[src/ttt_pkg.sv]
// Shared constants and types for the trail trace transmitter
package ttt_pkg;
  // Register port geometry
  localparam int ADDR_W = 8;
  localparam int DATA_W = 16;
  // Register byte addresses
  localparam logic [7:0] OFS_CONTROL = 8'he8;
  localparam logic [7:0] OFS_POINTER = 8'hea;
  localparam logic [7:0] OFS_DATA = 8'hec;
  // Control field positions
  localparam int BIT_LSB_FIRST = 0;
  localparam int BIT_INVERT = 1;
  localparam int BIT_ALL_ZERO = 2;
  localparam int BIT_ALIGN_DIS = 3;
  localparam int CTRL_W = 4;
  // Identifier store geometry
  localparam int PTR_W = 4;
  localparam int BYTE_W = 8;
  localparam int ID_BYTES = 16;
  localparam int CNT_W = 3;
  // Reset values
  localparam logic [CTRL_W-1:0] RST_CONTROL = 4'h0;
  localparam logic [PTR_W-1:0] RST_POINTER = 4'h0;
  localparam logic [BYTE_W-1:0] RST_ID_BYTE = 8'h00;
  localparam logic [DATA_W-1:0] RST_RDATA = 16'h0000;
  // Alignment bit carried by the first byte, zero on the others
  localparam logic ALIGN_MARK = 1'b1;

  // Whole state of the transmitter
  typedef struct packed {
    logic [CTRL_W-1:0] control;                  // Control bits
    logic [PTR_W-1:0] id_byte_pointer;           // Software byte pointer
    logic [ID_BYTES-1:0][BYTE_W-1:0] id_store;   // Identifier bytes
    logic [DATA_W-1:0] rdata;                    // Read data holding
    logic [PTR_W-1:0] tx_index;                  // Byte being sent
    logic [CNT_W-1:0] tx_count;                  // Bit within byte
  } ttt_state_s;

  // Buffer state: head slot and skid slot
  typedef struct packed {
    logic head_v;
    logic head_d;
    logic skid_v;
    logic skid_d;
  } ttt_buf_s;
endpackage

[src/ttt_stream_if.sv]
// Valid/ready bit stream between the serializer and its buffer
`timescale 1ns/1ps
`default_nettype none
interface ttt_stream_if #(parameter int WIDTH = 1);
  logic valid;              // Word offered
  logic ready;              // Word accepted when valid
  logic [WIDTH-1:0] data;   // Word content
  modport src (output valid, output data, input ready);
  modport snk (input valid, input data, output ready);
endinterface
`default_nettype wire

[src/ttt_buffer.sv]
// Two-entry buffer with registered head output
`timescale 1ns/1ps
`default_nettype none
module ttt_buffer import ttt_pkg::*; (
  input wire logic i_clk,
  input wire logic i_rst,
  ttt_stream_if.snk in_s,
  ttt_stream_if.src out_s
);
  ttt_buf_s s_r;    // Registered state
  ttt_buf_s s_nxt;  // Next state

  // Head feeds the output directly so the pins come off flops
  assign out_s.valid = s_r.head_v;
  assign out_s.data = s_r.head_d;
  // Only a full skid slot refuses input, so a stall costs no word
  assign in_s.ready = ~s_r.skid_v;

  // Pop then push
  always_comb begin
    s_nxt = s_r;
    // Drain head, refill from skid
    if (s_r.head_v && out_s.ready) begin
      if (s_r.skid_v) begin
        s_nxt.head_d = s_r.skid_d;
        s_nxt.skid_v = 1'b0;
      end else begin
        s_nxt.head_v = 1'b0;
      end
    end
    // Take new word into first free slot
    if (in_s.valid && !s_r.skid_v) begin
      if (!s_nxt.head_v) begin
        s_nxt.head_v = 1'b1;
        s_nxt.head_d = in_s.data;
      end else begin
        s_nxt.skid_v = 1'b1;
        s_nxt.skid_d = in_s.data;
      end
    end
  end

  // State register
  always_ff @(posedge i_clk or posedge i_rst) begin
    if (i_rst) begin
      s_r <= '0;
    end else begin
      s_r <= s_nxt;
    end
  end

  // Stalled head must hold its word
  head_hold_a: assert property (@(posedge i_clk) disable iff (i_rst)
    s_r.head_v && !out_s.ready |=> s_r.head_v && s_r.head_d == $past(s_r.head_d))
    else $error("buffer head changed while stalled");
endmodule
`default_nettype wire

[src/ttt_transmitter.sv]
// Trail trace transmitter: identifier store, register port, serializer
//
// Function
// - Alignment bit replaces first bit when enabled
// - Alignment disabled: bytes sent unmodified
// - All-zero control sends zero bytes apart from the alignment bit
// - Inversion control inverts every outgoing bit
// - Default order sends bit 7 first
// - Reorder control sends bit 0 first
// - Four-bit pointer selects data access byte
// - Each data access advances pointer, wraps
// - Data register reads/writes pointed byte
`timescale 1ns/1ps
`default_nettype none
module ttt_transmitter import ttt_pkg::*; (
  input wire logic I_SYS_CLK,
  input wire logic I_RST,
  input wire logic [ADDR_W-1:0] I_ADDR,
  input wire logic I_WR_EN,
  input wire logic I_RD_EN,
  input wire logic [DATA_W-1:0] I_WDATA,
  output logic [DATA_W-1:0] O_RDATA,
  output logic O_TT_VALID,
  output logic O_TT_BIT,
  input wire logic I_TT_READY
);
  ttt_state_s s_r;    // Registered state
  ttt_state_s s_nxt;  // Next state

  ttt_stream_if #(.WIDTH(1)) ser_s();  // Serializer to buffer
  ttt_stream_if #(.WIDTH(1)) out_s();  // Buffer to pins

  logic align_insert_disable;  // Control fields
  logic send_all_zero;
  logic output_invert_en;
  logic lsb_first_en;
  logic data_access;           // Any access to the data register
  logic [BYTE_W-1:0] cur_byte; // Byte before alignment overwrite
  logic tx_bit;                // Bit offered to the buffer
  logic push;                  // Bit taken by the buffer
  // Declared ahead of the bit selection that reads it
  logic multiframe_align_bit;  // Alignment bit of current byte

  // Position inside the byte for a given bit slot
  function automatic logic [CNT_W-1:0] bit_pos(input logic [CNT_W-1:0] cnt,
                                               input logic lsb);
    bit_pos = lsb ? cnt : (CNT_W'(BYTE_W - 1) - cnt);
  endfunction

  // Alignment bit value for a byte slot
  function automatic logic align_bit(input logic [PTR_W-1:0] idx);
    align_bit = (idx == '0) ? ALIGN_MARK : ~ALIGN_MARK;
  endfunction

  assign align_insert_disable = s_r.control[BIT_ALIGN_DIS];
  assign send_all_zero = s_r.control[BIT_ALL_ZERO];
  assign output_invert_en = s_r.control[BIT_INVERT];
  assign lsb_first_en = s_r.control[BIT_LSB_FIRST];
  assign data_access = (I_WR_EN || I_RD_EN) && I_ADDR == OFS_DATA;
  assign push = ser_s.valid && ser_s.ready;

  // Outgoing bit selection
  always_comb begin
    // Idle replaces the byte but still carries the alignment bit
    cur_byte = send_all_zero ? RST_ID_BYTE : s_r.id_store[s_r.tx_index];
    tx_bit = cur_byte[bit_pos(s_r.tx_count, lsb_first_en)];
    if (!align_insert_disable && s_r.tx_count == '0) begin
      tx_bit = multiframe_align_bit;
    end
    // Inversion is the last step before the line
    tx_bit = tx_bit ^ output_invert_en;
  end

  // Only the first byte of the sequence carries a one
  assign multiframe_align_bit = align_bit(s_r.tx_index);

  // Serializer never idles; the buffer paces it
  assign ser_s.valid = 1'b1;
  assign ser_s.data = tx_bit;

  ttt_buffer u_buffer (
    .i_clk(I_SYS_CLK),
    .i_rst(I_RST),
    .in_s(ser_s.snk),
    .out_s(out_s.src)
  );

  assign out_s.ready = I_TT_READY;
  // Both come from the buffer's head flops
  assign O_TT_VALID = out_s.valid;
  assign O_TT_BIT = out_s.data;
  assign O_RDATA = s_r.rdata;

  // Register port and serializer stepping
  always_comb begin
    s_nxt = s_r;
    // Writes; reserved bits are dropped
    if (I_WR_EN) begin
      case (I_ADDR)
        OFS_CONTROL: s_nxt.control = I_WDATA[CTRL_W-1:0];
        OFS_POINTER: s_nxt.id_byte_pointer = I_WDATA[PTR_W-1:0];
        OFS_DATA: s_nxt.id_store[s_r.id_byte_pointer] = I_WDATA[BYTE_W-1:0];
        default: ;
      endcase
    end
    // Reads are registered; unmapped addresses answer zero
    if (I_RD_EN) begin
      case (I_ADDR)
        OFS_CONTROL: s_nxt.rdata = DATA_W'(s_r.control);
        OFS_POINTER: s_nxt.rdata = DATA_W'(s_r.id_byte_pointer);
        OFS_DATA: s_nxt.rdata = DATA_W'(s_r.id_store[s_r.id_byte_pointer]);
        default: s_nxt.rdata = RST_RDATA;
      endcase
    end
    // One step per access even when read and write coincide
    if (data_access) begin
      s_nxt.id_byte_pointer = s_r.id_byte_pointer + PTR_W'(1);
    end
    // Advance bit and byte once the buffer takes the bit
    if (push) begin
      s_nxt.tx_count = s_r.tx_count + CNT_W'(1);
      if (s_r.tx_count == CNT_W'(BYTE_W - 1)) begin
        s_nxt.tx_index = s_r.tx_index + PTR_W'(1);
      end
    end
  end

  // State register
  always_ff @(posedge I_SYS_CLK or posedge I_RST) begin
    if (I_RST) begin
      s_r.control <= RST_CONTROL;
      s_r.id_byte_pointer <= RST_POINTER;
      s_r.id_store <= '0;
      s_r.rdata <= RST_RDATA;
      s_r.tx_index <= '0;
      s_r.tx_count <= '0;
    end else begin
      s_r <= s_nxt;
    end
  end

  // Alignment bit lands on the first bit of each byte
  align_insert_a: assert property (@(posedge I_SYS_CLK) disable iff (I_RST)
    push && !align_insert_disable && s_r.tx_count == '0
      |-> tx_bit == (align_bit(s_r.tx_index) ^ output_invert_en))
    else $error("alignment bit missing on first bit");

  // Stored bytes pass untouched when insertion is off
  raw_byte_a: assert property (@(posedge I_SYS_CLK) disable iff (I_RST)
    push && align_insert_disable && !send_all_zero
      |-> tx_bit == (s_r.id_store[s_r.tx_index][bit_pos(s_r.tx_count, lsb_first_en)]
                     ^ output_invert_en))
    else $error("stored byte altered with insertion off");

  // Idle sends zeros apart from the alignment slot
  idle_zero_a: assert property (@(posedge I_SYS_CLK) disable iff (I_RST)
    push && send_all_zero && (align_insert_disable || s_r.tx_count != '0)
      |-> tx_bit == output_invert_en)
    else $error("idle bit not zero");

  // Inversion flips the line bit
  invert_out_a: assert property (@(posedge I_SYS_CLK) disable iff (I_RST)
    push && output_invert_en && align_insert_disable && send_all_zero |-> tx_bit)
    else $error("inverted idle bit not one");

  // Most significant bit leads
  msb_first_a: assert property (@(posedge I_SYS_CLK) disable iff (I_RST)
    push && s_r.tx_count == 3'h1 && !lsb_first_en && !send_all_zero && !output_invert_en
      |-> tx_bit == s_r.id_store[s_r.tx_index][6])
    else $error("msb-first order broken");

  // Least significant bit leads
  lsb_first_a: assert property (@(posedge I_SYS_CLK) disable iff (I_RST)
    push && s_r.tx_count == 3'h1 && lsb_first_en && !send_all_zero && !output_invert_en
      |-> tx_bit == s_r.id_store[s_r.tx_index][1])
    else $error("lsb-first order broken");

  // Pointer write is taken as written
  ptr_load_a: assert property (@(posedge I_SYS_CLK) disable iff (I_RST)
    I_WR_EN && I_ADDR == OFS_POINTER
      |=> s_r.id_byte_pointer == $past(I_WDATA[PTR_W-1:0]))
    else $error("pointer write lost");

  // Data access moves pointer by one with wrap
  ptr_step_a: assert property (@(posedge I_SYS_CLK) disable iff (I_RST)
    data_access |=> s_r.id_byte_pointer == $past(s_r.id_byte_pointer) + 4'h1)
    else $error("pointer did not advance");

  // Data read returns the pointed byte
  data_read_a: assert property (@(posedge I_SYS_CLK) disable iff (I_RST)
    I_RD_EN && I_ADDR == OFS_DATA
      |=> O_RDATA == {8'h00, $past(s_r.id_store[s_r.id_byte_pointer])})
    else $error("data read wrong byte");

  // Byte slot steps after the eighth bit
  byte_order_a: assert property (@(posedge I_SYS_CLK) disable iff (I_RST)
    push && s_r.tx_count == 3'h7 |=> s_r.tx_index == $past(s_r.tx_index) + 4'h1)
    else $error("byte order broken");

  // Pointer rests unless an access of its own moves it
  ptr_hold_a: assert property (@(posedge I_SYS_CLK) disable iff (I_RST)
    !data_access && !(I_WR_EN && I_ADDR == OFS_POINTER)
      |=> $stable(s_r.id_byte_pointer))
    else $error("pointer moved without access");

  // Written byte lands at the pointed location
  store_write_a: assert property (@(posedge I_SYS_CLK) disable iff (I_RST)
    I_WR_EN && I_ADDR == OFS_DATA
      |=> s_r.id_store[$past(s_r.id_byte_pointer)] == $past(I_WDATA[BYTE_W-1:0]))
    else $error("data write not stored");

  // A stalled serializer keeps its bit and byte slot, so no bit is skipped
  count_hold_a: assert property (@(posedge I_SYS_CLK) disable iff (I_RST)
    !push |=> $stable(s_r.tx_count) && $stable(s_r.tx_index))
    else $error("serializer moved while stalled");

  // Byte slot holds inside a byte
  index_hold_a: assert property (@(posedge I_SYS_CLK) disable iff (I_RST)
    push && s_r.tx_count != 3'h7 |=> $stable(s_r.tx_index))
    else $error("byte slot moved inside a byte");
endmodule
`default_nettype wire

[config.mk]
export PLATFORM = sky130hd
export DESIGN_NAME = ttt_transmitter
export DESIGN_NICKNAME = d
export VERILOG_FILES = /design/src/ttt_pkg.sv /design/src/ttt_stream_if.sv /design/src/ttt_buffer.sv /design/src/ttt_transmitter.sv
export SDC_FILE = /design/constraint.sdc
export NUM_CORES = 1
export LEC_CHECK = 0
export ABC_AREA = 1
export BUFFER_PORTS_ARGS = -buffer_cell sky130_fd_sc_hd__buf_2
export CAP_MARGIN = 25
export CORE_ASPECT_RATIO = 0.7
export CORE_UTILIZATION = 45
export DETAILED_ROUTE_END_ITERATION = 6
export SLEW_MARGIN = 25
export SYNTH_ARGS = -nofsm -noshare
export SYNTH_HDL_FRONTEND = slang
export SYNTH_SLANG_ARGS = --single-unit
export TNS_END_PERCENT = 100
[constraint.sdc]
create_clock -name I_SYS_CLK -period 6.22 [get_ports I_SYS_CLK]
set_input_delay 0.622 -clock I_SYS_CLK [delete_from_list [all_inputs] [get_ports I_SYS_CLK]]
set_output_delay 0.622 -clock I_SYS_CLK [all_outputs]
set_load 0.005 [all_outputs]
==> results_dict.tcl <==
set metrics [dict create \
    cp-end-kind "flop" \
    swShare_pct 30.4 \
    vias 7757 \
    max_cap_viol_count 0 \
    synth_cell_types 40 \
    power.leakage_uw 0.00439 \
    antenna_found_initial 0 \
    gp_congestion 0.852 \
    htreeDepth 4 \
    synthArstFlopShare_pct 100 \
    status "finished, final reports clean" \
    firstDrtPassIters 6 \
    hpwl_um 15800 \
    port_buffers 30 \
    post-place-ws_ns 3.05 \
    core_area_um2 19100 \
    synth-seq-area-share_pct 43.6 \
    clkTransAtPathRegs_ns 0.06 \
    numClockSinks 155 \
    clk_path_buf_depth 2 \
    drt_wl_total_um 26000 \
    track_usage_pct 26.8 \
    p_per_area_nw_per_um2 261 \
    grt.overflow.total 0 \
    fmax_ghz 0.306 \
    wl_met2_um 10800 \
    ant_nets 0 \
    synth_area_um2 8890 \
    synth_edf_count 0 \
    ys_seq_elements 155 \
    cts_resized 0 \
    ioPinCount 47 \
    worstPathArrival_ns 3.60 \
    crit_fanout 34 \
    power_frac_seq_pct 41.6 \
    p_clk_share_pct 42.8 \
    fin_crit_ns 3.27 \
    min_period_over_period_pct 52.6 \
    setup_ws_ns 2.95 \
    dieWidth_um 170 \
    synth_area_per_cell_um2 7.63 \
    setup_viol 0 \
    grt_max_degree 83 \
    chipHeight_um 120 \
    grt_pass1_vias 6929 \
    final-hold-violation-count 0 \
    crit_type "flop to flop" \
    layout-drive-gt1-share_pct 11.2 \
    top_layer "met4" \
    cts_root_buf "clkbuf_16" \
    syn_inst 1164 \
    cts_hold_buf 0 \
    numCtsBuffers 17 \
    cts_tree "built" \
    n_antenna_cell 0 \
    cp.required_ns 6.55 \
    area_growth_pct 6.87 \
    met1_length_um 12900 \
    ir_drop_uv 177 \
    ys_warn_count 0 \
    dieArea_um2 20300 \
    fillers 1971 \
    switching_power_uw 751 \
    clock_latency_ns 0.44 \
    wl_met3_um 1910 \
    worstSetupStartpointType "flop" \
    hp-class "primary input to asynchronous set/reset pin" \
    rsz0062_at_grt "no" \
    via_per_inst 5.47 \
    post_cts_buffers 0 \
    drt_iter0_drc 953 \
    worst_pin_slew_ns 0.899 \
    synthFlopType "dfrtp_1" \
    drc 0 \
    internal-power_uw 1720 \
    rows 42 \
    maxSlewViolCount 0 \
    p_comb_share_pct 15.6 \
    max_slew_margin_pct 40.0 \
    initial_core_util_pct 46.5 \
    layout.nets 1177 \
    fin_setup_tns_ns 0 \
    grt_pass1_wl_um 40400 \
    wl_per_cell_um 18.4 \
    fin_skew_ns 0.00945 \
]
[routing by layer]
metal | vias up | global-route usage, %
met3 | 28 | 6.27
met1 | 3670 | 41.0
met4 | 0 | 7.43
li1 | 3778 | -
met2 | 281 | 37.4
met5 | - | 0
[through the flow]
stage	cells	area, um2	power, uW	hold slack (ns)	util (%)
finish	1417	9500	2470	0.314	49.6
global route	1417	9500	2570	0.395	49.6
CTS	1417	9490	2480	0.350	49.6
detailed placement	1385	8910	1430	0.469	46.6
global placement	1385	8910	1420	0.463	46.6
floorplan	1171	8910	1310	0.454	-
[worst paths after layout]
check,startpoint,end,slack (ns),depth (start not counted)
max,s_r[3],u_buffer.s_r[0],2.95,17
min,I_RST,asynchronous set/reset pin,0.31,2
max reg2reg,s_r[3],u_buffer.s_r[0],2.95,17
min reg2reg,O_RDATA[4],O_RDATA[4],0.48,2
max in group asynchronous,I_RST,s_r[3],4.68,3
min in group I_SYS_CLK,O_RDATA[4],O_RDATA[4],0.48,2
[cell usage in the layout, fill, tap and decap left out, drive strengths merged]
cell	count
o21ai	242
bufinv	2
clkinvlp	5
dfrtp	155
ha	8
a22o	8
clkinv	8
inv	65
a21oi	36
nand2	340
o21bai	1
nor2	93
clkbuf	18
o32ai	1
a221oi	4
nor3	2
xor2	7
o211ai	1
nand3	79
buf	40
a31oi	2
conb	8
nor3b	2
o22ai	16
a41oi	2
xnor2	1
nand4	2
or2	5
[power groups by stage]
stage	clock, uW	combinational (uW)	sequential, uW
after floorplan	0	260	1050
after CTS	1070	379	1030
after global placement	0	373	1050
after global routing	1110	423	1030
after detailed placement	0	378	1050
final	1060	385	1030
[cells by family after synthesis]
kind of cell | share of synthesized area (%)
other cells | 0.0422
flops | 43.6
fa+ha+maj | 1.13
simple gates | 25.6
compound gates | 19.5
xor+xnor | 0.789
buf+inv | 9.25
[cells in the mapped netlist, types with 5 or more instances]
cell | n | share of area [%]
o21ai_1 | 99 | 5.6
xor2_1 | 7 | 0.69
nor2_1 | 88 | 3.7
buf_4 | 18 | 1.5
clkbuf_1 | 30 | 1.3
a21oi_1 | 36 | 2.0
nand3_1 | 79 | 4.4
buf_6 | 18 | 2.3
ha_1 | 8 | 1.1
nand2_1 | 324 | 14
or2_2 | 5 | 0.35
dfrtp_1 | 155 | 44
o22ai_1 | 16 | 1.1
buf_2 | 22 | 1.2
o21ai_2 | 22 | 2.2
inv_1 | 60 | 2.5
o21ai_0 | 121 | 6.8
a22o_1 | 8 | 0.79
nand2_4 | 12 | 1.5
[critical path, cell delays in order, from the launching register on]
cell     delay (ns)
dfrtp_2        0.64
inv_1          0.69
buf_4          0.54
nand2_1        0.09
nand3_1        0.09
nand2_1        0.08
nand2_1        0.06
nand2_1        0.08
nor2_1         0.19
nand2_1        0.08
nand3_1        0.08
nand2_1        0.09
nand2_1        0.06
nand3_1        0.08
nand3_1        0.08
nand2_1        0.08
nand2_1        0.06
nand2_1        0.04
[cell type report]
| type | instances | area (um2) | area share [%] |
|---|---|---|---|
| Multi-Input combinational cell | 860 | 4210 | 44.3 |
| Sequential cell | 155 | 3880 | 40.9 |
| Clock buffer | 18 | 439 | 4.62 |
| Tap cell | 264 | 330 | 3.48 |
| Inverter | 66 | 258 | 2.71 |
| Timing Repair Buffer | 40 | 229 | 2.41 |
| Clock inverter | 14 | 148 | 1.55 |
(Power assumes the default switching activity.)
